[config.mk]
export PLATFORM = sky130hd
export DESIGN_NAME = uit_dev_end_flat
export DESIGN_NICKNAME = d
export VERILOG_FILES = /design/src/uit_pkg.sv /design/src/uit_link_if.sv /design/src/uit_dev_end.sv /design/src/flat_wrapper.sv
export SDC_FILE = /design/constraint.sdc
export NUM_CORES = 1
export LEC_CHECK = 0
export BUFFER_PORTS_ARGS = -buffer_cell sky130_fd_sc_hd__buf_2
export CORE_AREA = 2 2 80 82
export CTS_CLUSTER_SIZE = 12
export DETAILED_ROUTE_END_ITERATION = 10
export DIE_AREA = 0 0 82 84
export REMOVE_ABC_BUFFERS = 1
export SLEW_MARGIN = 40
export SYNTH_ARGS = -nofsm -noshare
export SYNTH_HDL_FRONTEND = slang
export SYNTH_SLANG_ARGS = --single-unit
[constraint.sdc]
create_clock -name clk_i -period 5.3 [get_ports clk_i]
set_clock_uncertainty 0.15 [all_clocks]
set_input_delay 0.53 -clock clk_i [delete_from_list [all_inputs] [get_ports clk_i]]
set_output_delay 0.53 -clock clk_i [all_outputs]
set_load 0.05 [all_outputs]
[src/uit_pkg.sv]
// Package for the inter-packet timing pair: speed codes and bit-time limits.
// Assumes both ends run on one 100 MHz clock with a one-cycle bit strobe.
package uit_pkg;
   // ----------------------------------------------------------------------
   // Speeds
   // ----------------------------------------------------------------------
   typedef enum logic [1:0] {UIT_LS, UIT_FS, UIT_HS} uit_speed_t;

   // ----------------------------------------------------------------------
   // Bit-time limits, in half bit times so 6.5 and 7.5 stay exact
   // ----------------------------------------------------------------------
   localparam int                UIT_CW           = 11;
   localparam logic [UIT_CW-1:0] UIT_LF_MIN_GAP   = 11'h004; // 2 bits
   localparam logic [UIT_CW-1:0] UIT_DET_RSP_MAX  = 11'h00D; // 6.5 bits
   localparam logic [UIT_CW-1:0] UIT_CAP_RSP_MAX  = 11'h00F; // 7.5 bits
   localparam logic [UIT_CW-1:0] UIT_HOST_RSP_MAX = 11'h00F; // 7.5 bits
   localparam logic [UIT_CW-1:0] UIT_LF_TO_MIN    = 11'h020; // 16 bits
   localparam logic [UIT_CW-1:0] UIT_LF_TO_FIRE   = 11'h022; // 17 bits
   localparam logic [UIT_CW-1:0] UIT_LF_HOST_WAIT = 11'h024; // 18 bits
   localparam logic [UIT_CW-1:0] UIT_HS_MIN_TURN  = 11'h010; // 8 bits
   localparam logic [UIT_CW-1:0] UIT_HS_B2B_GAP   = 11'h0B0; // 88 bits
   localparam logic [UIT_CW-1:0] UIT_HS_RSP_MAX   = 11'h180; // 192 bits
   localparam logic [UIT_CW-1:0] UIT_HS_TO_MIN    = 11'h5C0; // 736 bits
   localparam logic [UIT_CW-1:0] UIT_HS_TO_FIRE   = 11'h600; // 768 bits
   localparam logic [UIT_CW-1:0] UIT_CNT_MAX      = 11'h7FF;
   // Captive cable round trip 52 ns, counted in half HS bits (1.04 ns)
   localparam int                UIT_CAP_CABLE_NS = 52;
   localparam logic [UIT_CW-1:0] UIT_HS_CAP_ADD   =
      UIT_CW'((UIT_CAP_CABLE_NS * 1000) / 1042);
   localparam logic [UIT_CW-1:0] UIT_HS_CAP_MAX   =
      UIT_CW'(UIT_HS_RSP_MAX + UIT_HS_CAP_ADD);
endpackage : uit_pkg

[src/uit_link_if.sv]
// Link between device end and host end: line events and transmit starts.
// Assumes one shared clock; the testbench connects the two modports.
`timescale 1ns/10ps
interface uit_link_if;
   import uit_pkg::*;
   logic       dev_sop;   // Device begins a packet (J-to-K / leaves idle)
   logic       dev_eop;   // Device packet end (SE0-to-J / back to idle)
   logic       host_sop;
   logic       host_eop;
   uit_speed_t speed;     // Rate of the current packets, driven by host

   modport dev_mp  (output dev_sop, output dev_eop,
                    input host_sop, input host_eop, input speed);
   modport host_mp (output host_sop, output host_eop, output speed,
                    input dev_sop, input dev_eop);
endinterface : uit_link_if

[src/uit_dev_end.sv]
// Device end: gap, response-window and response-timeout timing.
// Assumes bit_tick_i is a one-cycle strobe at half the current bit period.
//
// Behaviour
// - LS/FS gap from EOP end to SOP
// - Device waits at least two bits before sending
// - Host keeps J two bits before packet
// - Detachable device responds within 6.5 bits
// - Captive device responds under 7.5 bits
// - Limits counted at the packet's own rate
// - Host responds within 7.5 bits
// - No upper gap limit across transactions
// - HS gap from idle return to idle exit
// - HS turn-around at least eight bits
// - Host back-to-back HS gap at least 88
// - Host in-transaction HS gap at most 192
// - Host HS response within 192 bits
// - Detachable HS device responds within 192
// - Captive HS device within 192 plus 52 ns
// - Missing response invalidates the transaction
// - LS/FS timeout between 16 and 18 bits
// - Host waits at least 18 bits
// - HS timeout between 736 and 816 bits
`timescale 1ns/10ps
module uit_dev_end
   import uit_pkg::*;
(
   // Clock and reset
   input  wire logic clk_i,
   input  wire logic rst_b_i,
   input  wire logic clk_en_i,
   // Timing
   input  wire logic bit_tick_i,
   input  wire logic captive_i,
   // User side
   input  wire logic tx_req_i,
   input  wire logic rsp_expect_i,
   input  wire logic wait_rsp_i,
   input  wire logic tx_end_i,
   output logic      tx_start_o,
   output logic      rsp_late_o,
   output logic      timeout_o,
   output logic      rx_start_o,
   // Link
   uit_link_if.dev_mp link
);
   // ----------------------------------------------------------------------
   // Gap counter and state
   // ----------------------------------------------------------------------
   typedef enum logic [1:0] {UD_IDLE, UD_TX, UD_WAIT} uit_dst_t;

   uit_dst_t          st_ff, nxt_st;
   logic [UIT_CW-1:0] gap_ff, nxt_gap;
   logic              rsp_ff, nxt_rsp;
   logic              start_ff, nxt_start;
   logic              late_ff, nxt_late;
   logic              to_ff, nxt_to;
   logic              rx_ff, nxt_rx;
   logic              eop_ff, nxt_eop;
   // Pending response has passed its window at the current gap
   logic              late_now;

   // ----------------------------------------------------------------------
   // Limit decoding
   // ----------------------------------------------------------------------
   function automatic logic [UIT_CW-1:0] min_gap(input uit_speed_t s);
      min_gap = (s == UIT_HS) ? UIT_HS_MIN_TURN : UIT_LF_MIN_GAP;
   endfunction : min_gap

   function automatic logic [UIT_CW-1:0] rsp_max(input uit_speed_t s,
                                                 input logic c);
      if (s == UIT_HS)
         rsp_max = c ? UIT_HS_CAP_MAX : UIT_HS_RSP_MAX;
      else
         rsp_max = c ? UIT_CAP_RSP_MAX : UIT_DET_RSP_MAX;
   endfunction : rsp_max

   function automatic logic [UIT_CW-1:0] to_fire(input uit_speed_t s);
      to_fire = (s == UIT_HS) ? UIT_HS_TO_FIRE : UIT_LF_TO_FIRE;
   endfunction : to_fire

   function automatic logic is_late(input uit_speed_t        s,
                                    input logic              c,
                                    input logic [UIT_CW-1:0] g);
      // Captive low/full-speed limit is strict, the others inclusive
      if (c && s != UIT_HS)
         is_late = (g >= rsp_max(s, c));
      else
         is_late = (g > rsp_max(s, c));
   endfunction : is_late

   // ----------------------------------------------------------------------
   // Next state
   // ----------------------------------------------------------------------
   always_comb
   begin
      late_now  = rsp_ff && is_late(link.speed, captive_i, gap_ff);
      nxt_st    = st_ff;
      nxt_gap   = gap_ff;
      nxt_rsp   = rsp_ff;
      nxt_start = 1'b0;
      nxt_late  = 1'b0;
      nxt_to    = 1'b0;
      nxt_rx    = 1'b0;
      nxt_eop   = 1'b0;
      // Counts half bits at the current rate and saturates at UIT_CNT_MAX
      if (bit_tick_i && gap_ff != UIT_CNT_MAX)
         nxt_gap = gap_ff + 1'b1;
      unique case (st_ff)
         UD_IDLE:
         begin
            if (link.host_sop)
            begin
               nxt_rx = 1'b1;
            end
            else if (link.host_eop)
            begin
               nxt_gap = '0;
               nxt_rsp = rsp_expect_i;
            end
            else if (tx_req_i && gap_ff >= min_gap(link.speed))
            begin
               nxt_start = 1'b1;
               nxt_late  = late_now;
               nxt_rsp   = 1'b0;
               nxt_st    = UD_TX;
            end
            else if (late_now)
            begin
               nxt_late = 1'b1;
               nxt_rsp  = 1'b0;
            end
         end
         // Own packet on the line until its end
         UD_TX:
         begin
            if (tx_end_i)
            begin
               nxt_eop = 1'b1;
               nxt_gap = '0;
               nxt_st  = wait_rsp_i ? UD_WAIT : UD_IDLE;
            end
         end
         // Response or timeout, whichever comes first
         UD_WAIT:
         begin
            if (link.host_sop && gap_ff < to_fire(link.speed))
            begin
               nxt_rx = 1'b1;
               nxt_st = UD_IDLE;
            end
            else if (gap_ff >= to_fire(link.speed))
            begin
               nxt_to = 1'b1;
               nxt_st = UD_IDLE;
            end
         end
         default:
         begin
            nxt_st = UD_IDLE;
         end
      endcase
   end

   // ----------------------------------------------------------------------
   // Registers
   // ----------------------------------------------------------------------
   always_ff @(posedge clk_i or negedge rst_b_i)
   begin
      if (!rst_b_i)
      begin
         st_ff    <= UD_IDLE;
         gap_ff   <= UIT_CNT_MAX;
         rsp_ff   <= 1'b0;
         start_ff <= 1'b0;
         late_ff  <= 1'b0;
         to_ff    <= 1'b0;
         rx_ff    <= 1'b0;
         eop_ff   <= 1'b0;
      end
      else if (clk_en_i)
      begin
         st_ff    <= nxt_st;
         gap_ff   <= nxt_gap;
         rsp_ff   <= nxt_rsp;
         start_ff <= nxt_start;
         late_ff  <= nxt_late;
         to_ff    <= nxt_to;
         rx_ff    <= nxt_rx;
         eop_ff   <= nxt_eop;
      end
   end

   // ----------------------------------------------------------------------
   // Outputs
   // ----------------------------------------------------------------------
   assign tx_start_o   = start_ff;
   assign rsp_late_o   = late_ff;
   assign timeout_o    = to_ff;
   assign rx_start_o   = rx_ff;
   assign link.dev_sop = start_ff;
   assign link.dev_eop = eop_ff;
endmodule : uit_dev_end

[src/flat_wrapper.sv]
// flat-port wrapper written by rule: the top's interface ports become plain ports
module uit_dev_end_flat import uit_pkg::*;
  (clk_i, rst_b_i, clk_en_i, bit_tick_i, captive_i, tx_req_i, rsp_expect_i, wait_rsp_i, tx_end_i, tx_start_o, rsp_late_o, timeout_o, rx_start_o, link_dev_sop, link_dev_eop, link_host_sop, link_host_eop, link_speed);
  uit_link_if link_i ();
  input  wire logic clk_i;
  input  wire logic rst_b_i;
  input  wire logic clk_en_i;
  input  wire logic bit_tick_i;
  input  wire logic captive_i;
  input  wire logic tx_req_i;
  input  wire logic rsp_expect_i;
  input  wire logic wait_rsp_i;
  input  wire logic tx_end_i;
  output logic tx_start_o;
  output logic rsp_late_o;
  output logic timeout_o;
  output logic rx_start_o;
  output wire logic [$bits(link_i.dev_sop)-1:0] link_dev_sop;
  output wire logic [$bits(link_i.dev_eop)-1:0] link_dev_eop;
  input wire logic [$bits(link_i.host_sop)-1:0] link_host_sop;
  input wire logic [$bits(link_i.host_eop)-1:0] link_host_eop;
  input wire logic [$bits(link_i.speed)-1:0] link_speed;
  assign link_dev_sop = link_i.dev_sop;
  assign link_dev_eop = link_i.dev_eop;
  assign link_i.host_sop = link_host_sop;
  assign link_i.host_eop = link_host_eop;
  assign link_i.speed = link_speed;
  uit_dev_end u_core (.clk_i(clk_i), .rst_b_i(rst_b_i), .clk_en_i(clk_en_i), .bit_tick_i(bit_tick_i), .captive_i(captive_i), .tx_req_i(tx_req_i), .rsp_expect_i(rsp_expect_i), .wait_rsp_i(wait_rsp_i), .tx_end_i(tx_end_i), .tx_start_o(tx_start_o), .rsp_late_o(rsp_late_o), .timeout_o(timeout_o), .rx_start_o(rx_start_o), .link(link_i));
endmodule
==> results of run 1 <==
-- layout make-up --
class                           count  area share, %
Inverter                            7           1.60
Clock inverter                      1          0.304
Timing Repair Buffer               18           5.48
Multi-Input combinational cell    131           54.5
Sequential cell                    19           29.7
Tap cell                           77           5.86
Clock buffer                        3           2.51
-- stage by stage --
stage	hold slack (ns)	area, um2	std cells	utilization (%)
after global routing	0.0855	1650	256	27.0
after global placement	0.327	1600	252	26.2
final	0.0553	1650	256	27.0
after floorplan	0.0844	1410	157	-
after CTS	0.0649	1650	256	27.0
after detailed placement	0.340	1600	252	26.2
-- routing by layer --
metal  track usage, %  share of wire, %  up-vias
met5                0                 0        -
met4             2.73              0.89        0
met3             2.60               3.6        3
met2             14.9                45       19
met1             14.0                50      595
li1                 -                 -      631
-- where the power goes --
part / switching, mW / internal, mW
Clock: 0.0509 / 0.0524
Sequential: 0.0335 / 0.172
Combinational: 0.0816 / 0.0633
-- path summary, 6_finish.rpt --
check / end / depth (start not counted)
worst max-delay path: u_core.rsp_ff / 9
worst min-delay path: u_core.rsp_ff / 1
worst max register to register: u_core.rsp_ff / 7
worst min register to register: u_core.timeout_o / 1
max in group asynchronous: u_core.gap_ff[3] / 1
min in group clk_i: u_core.timeout_o / 1
-- registers in the layout, summed over array words and instances, names as in the netlist --
name / cells
u_core.gap_ff: 11
u_core.link.dev_eop: 1
u_core.link.dev_sop: 1
u_core.rsp_ff: 1
u_core.rsp_late_o: 1
u_core.rx_start_o: 1
u_core.st_ff: 2
u_core.timeout_o: 1
-- worst max-delay path: stages --
cell	delay, ns
buf_2	0.11
nand2b_1	0.39
or2_2	0.41
ha_1	0.29
nor2b_1	0.06
a2bb2oi_1	0.14
a2bb2oi_1	0.14
a211oi_1	0.37
o221ai_1	0.15
-- logic make-up (layout without fill, tap and decap cells) --
kind of cell             after synthesis  count (layout)  synth area share (%)
flip-flops                            19              19                  33.2
adder cells (fa/ha/maj)               12              12                  10.2
AND/OR/NAND/NOR                       77              77                  29.8
AO/OA/AOI/OAI                         34              34                  16.1
XOR/XNOR                               7               7                  4.17
multiplexers                           1               1                 0.765
buffers and inverters                 15              29                  5.78
-- layout by cell type (no fill, tap or decap), types with 4 or more instances in the layout --
cell	instances
buf_2	18
nand2_1	16
nor2_1	16
ha_1	12
dfstp_2	11
a21oi_1	8
dfrtp_1	8
inv_1	7
o21ai_0	7
nand3_1	6
nor3_1	6
xnor2_1	4
nand4_1	4
nor3b_1	4
==> key figures, run 1 <==
Worst setup path
  • Worst r2r src: u_core.gap_ff[2]
  • Crit path DAT: 2.59 ns
  • Worst setup path category: input port to register
  • Reg-to-reg slack, setup: 3.04 ns
  • WP data required: 5.28 ns
  • Crit. Startpoint: link_speed[0]
  • Worst setup EP type: register
  • Crit path max fanout: 14
  • Startpoint types: input port

Global routing
  • Total GRT Usage: just under 10%
  • Overflow after GRT: 0
  • Largest net degree at the start of global routing: 20
  • Antenna violations before repair: 0
  • Vias in the first global route: 1151
  • First-pass GRT wire length: 5.44 mm

Yosys
  • Seq/Total Area, Yosys: 33.2%
  • Average cell area after synthesis: 8.92 um2
  • Post-synth top area share: 19.6%
  • Top cells by area, synth: dfstp_2 (20%), dfrtp_1 (14%), ha_1 (10%)
  • Post-synthesis register bit count: 19
  • Main flop type after synthesis: dfstp_2
  • Async SR Flop Fraction: 100%
  • Post-synth EDFFs: 0
  • Mapped Area: 1470 um2
  • Yosys warns: 0
  • Synth unique cells: 50
  • Most common library cells after synthesis: nand2_1 (16), nor2_1 (16), ha_1 (12), dfstp_2 (11)
  • Area leader, netlist: dfstp_2
  • Post-Syn Instances: 165

Timing
  • Fmax: 383 MHz
  • Fin crit period: 2.61 ns
  • RSZ-0062 raised after global routing: false
  • Final hold violation count: 0
  • Setup TNS: 0 ns
  • Final Slew Violations: 0
  • Slew headroom: 63.7%
  • Setup ws final: roughly 2.7 ns
  • Crit share post-route: 49.2%
  • Setup-failing EPs final: 0
  • Slew @ Worst Pin: 0.545 ns

Floorplanning
  • Chip Height: 84 um
  • IO Pins: 19
  • Cell row count: 29
  • Initial core utilization: around a quarter
  • Chip Width: between 80 and 90 um
  • Die area: 6890 um2
  • Placeable Area: ~6100 um2

Clock tree
  • CTS Root Cell: clkbuf_8
  • H-tree depth: 1
  • Setup Fix Bufs, Post-CTS: 0
  • Clock Latency Late Sink: 0.26 ns
  • # clock sinks: 19
  • Worst-path clk slew: 0.07 ns
  • # hold bufs at CTS: 0
  • Post-CTS sizing: 0
  • CTS tree: yes
  • TritonCTS buffer count: 3
  • Worst-case clock buffer depth: 2

Finish
  • Diode count: 0
  • Multi-input gate area: around 900 um2
  • Share of cells above drive strength 1: 24.6%
  • Register area: ~490 um2
  • Fillers: 663
  • Nets: 205
  • Area delta synth->final: 11.8%

Detailed routing
  • WL per Instance: about 13 um
  • Vias per inst: 4.88
  • Final ANT Viol Nets: 0
  • DRT Pass-1 Iters: 4
  • DRC viols: 0
  • Initial DRC Count: 77
  • Total number of vias: ~1200
  • DRT Wirelength: roughly 3.3 mm

Pwr
  • Leakage: 0.687 nW
  • Pwr dens: 276 nW/um2
  • Maximum VDD drop: 0.114 mV
  • Design Power: 0.454 mW

Place
  • Port buffer count: 18
  • DP Worst Slack: 2.42 ns
  • RD Place Congestion: 0.808
  • Final HPWL DP: 2.46 mm

Hold path
  • Tightest Hold Check Type: input port to asynchronous set/reset pin

Job
  • Max_cap viols: 0

Status
  • Outcome: finished, final reports clean
(Power assumes the default switching activity.)
==> inputs of run 2 (changes only) <==
- clock period: 5.3 -> 2.1 ns (I/O delays scaled with it)
==> key figures, run 2 (synthesis gave the netlist of run 1 again) <==
Timing
  • Final hold violation count: 0 (unchanged)
  • Slew headroom: 69.0% (+5.3 points)
  • Slew @ Worst Pin: 0.466 ns (-0.0791 ns)
  • Fin crit period: 2.01 ns
  • Hold_ws: 0.0331 ns (-0.0223 ns)
  • Setup-failing EPs final: 0 (unchanged)
  • Final Slew Violations: 0 (unchanged)
  • Fmax: ~500 MHz
  • Setup TNS: 0 ns (unchanged)
  • Crit share post-route: around 96%

Pwr
  • Switching part of the total: 36.1% (-0.45 points)
  • Clock share of power: 21.7% (-1.0 points)
  • Maximum VDD drop: 0.251 mV (+120%)
  • Combinational share of power: 38.0% (+6.1 points)
  • Leakage: 0.757 nW (+10%)
  • Design Power: 1.22 mW (+170%)
  • Pwr dens: 688 nW/um2 (+150%)
  • Int Pwr: 0.779 mW (+170%)
  • NetSw: 0.440 mW (+170%)
  • Register share of total power: 40.3% (-5.0 points)

Detailed routing
  • Final ANT Viol Nets: 0 (unchanged)
  • DRT Pass-1 Iters: 4 (unchanged)
  • Total number of vias: 1300 (+4.2%)
  • Vias per inst: 4.83 (-0.87%)
  • DRC viols: 0 (unchanged)
  • WL per Instance: 12.9 um (+1.1%)
  • Initial DRC Count: 59 (-23%)
  • DRT Wirelength: 3.47 mm (+6.2%)

Clock tree
  • Clock Latency Late Sink: 0.26 ns (about the same)
  • Worst-path clk slew: 0.08 ns (about the same)
  • H-tree depth: 1 (unchanged)
  • Worst-case clock buffer depth: 2 (unchanged)
  • CTS Root Cell: clkbuf_8
  • TritonCTS buffer count: 3 (unchanged)
  • # clock sinks: 19 (unchanged)
  • CTS tree: yes

Worst setup path
  • Worst setup path category: register to register
  • Startpoint types: register
  • WP data required: 2.10 ns (-3.18 ns)
  • Worst setup EP type: register
  • Crit path max fanout: 4 (-10)
  • Crit path DAT: 2.01 ns (-0.58 ns)

Finish
  • Share of cells above drive strength 1: 31.3% (+6.7 points)
  • Multi-input gate area: 923 um2 (+2.9%)
  • Largest register FFs: 11 (unchanged)
  • Register area: 489 um2 (unchanged)
  • Largest registers: u_core.gap_ff (11), u_core.st_ff (2)
  • Fillers: 642 (-3.2%)
  • Post-Route Utilization: 29.0% (+2.1 points)
  • Commonest non-fill, non-tap cell in the layout: buf_2
  • Diode count: 0 (unchanged)
  • Nets: 218 (+6.3%)
  • Largest reg by FF count: u_core.gap_ff
  • Most frequent cells in the layout: buf_2 (18), nand2_1 (16), nor2_1 (16)
  • Layout Cells excl Fill: 269 (+5.1%)
  • Area delta synth->final: 20.3%

Global routing
  • Largest net degree at the start of global routing: 20 (unchanged)
  • Vias in the first global route: 1241 (+7.8%)
  • Overflow after GRT: 0 (unchanged)
  • Total GRT Usage: 10.4% (+0.45 points)
  • Antenna violations before repair: 0 (unchanged)
  • First-pass GRT wire length: 5.70 mm (+4.8%)

Floorplanning
  • Chip Width: 82 um (unchanged)
  • Cell row count: 29 (unchanged)
  • Die area: 6890 um2 (unchanged)
  • IO Pins: 19 (unchanged)
  • Placeable Area: 6100 um2 (unchanged)
  • Initial core utilization: 24.1% (unchanged)
  • Chip Height: 84 um (unchanged)

Status
  • Outcome: finished, final reports clean

Place
  • Port buffer count: 18 (unchanged)
  • Final HPWL DP: 2.59 mm (+5.4%)
  • DP Cell Count: 264 (+4.8%)
  • RD Place Congestion: 0.773 (-4.4%)

Job
  • Max_cap viols: 0 (unchanged)

Hold path
  • Tightest Hold Check Type: input port to register
run 2: power by group through the flow:
stage | Sequential [mW] | Combinational [mW] | Clock [mW]
2_1_floorplan | 0.533 | 0.251 | 0
3_3_place_gp | 0.494 | 0.440 | 0
3_5_place_dp | 0.495 | 0.447 | 0
4_1_cts | 0.489 | 0.451 | 0.276
5_1_grt | 0.501 | 0.525 | 0.287
6_report | 0.492 | 0.463 | 0.264
run 2: routing by layer:
| metal | track usage, % | vias to the layer above | routed length [um] |
|---|---|---|---|
| li1 | - | 659 | - |
| met1 | 14.3 | 628 | 1710 |
| met2 | 16.0 | 13 | 1660 |
| met3 | 2.49 | 0 | 96 |
| met4 | 3.18 | 0 | 0 |
| met5 | 0 | - | 0 |
run 2: area by class of cell:
class	instances	area share, %
clock buffers	4	2.54
inverters	7	1.48
multi-input cells	131	52.2
flip-flops and latches	19	27.6
well taps	77	5.44
repair buffers	31	10.7
run 2: per-stage QoR:
step	area [um2]	setup slack, ns
after floorplan	1410	-0.0625
after global placement	1690	-0.108
after detailed placement	1690	-0.158
after CTS	1740	0.0317
after global routing	1770	-0.00109
final	1770	0.0928
run 2: worst paths after layout:
check	slack (ns)	start	cells past startpoint	end
min reg2reg	0.34	u_core.rx_start_o	1	u_core.rx_start_o
min in group asynchronous	0.29	rst_b_i	2	u_core.rsp_late_o
max	0.09	u_core.gap_ff[7]	6	u_core.rsp_late_o
min	0.03	wait_rsp_i	3	u_core.st_ff[1]
max reg2reg	0.09	u_core.gap_ff[7]	6	u_core.rsp_late_o
max in group asynchronous	1.16	rst_b_i	2	u_core.gap_ff[5]
run 2: what timing repair did:
item,CTS,global route
hold buffers,1,0
resized for setup,0,5
setup endpoints to repair,0,4
buffers inserted,0,0
endpoints found under the hold margin,8,0
run 2: critical path, cell delays in order (launching register included):
cell      delay, ns
dfstp_2        0.56
ha_1           0.15
nand3_1        0.11
nor4b_2        0.34
nor4b_2        0.33
a211oi_2       0.08
a22o_1         0.18
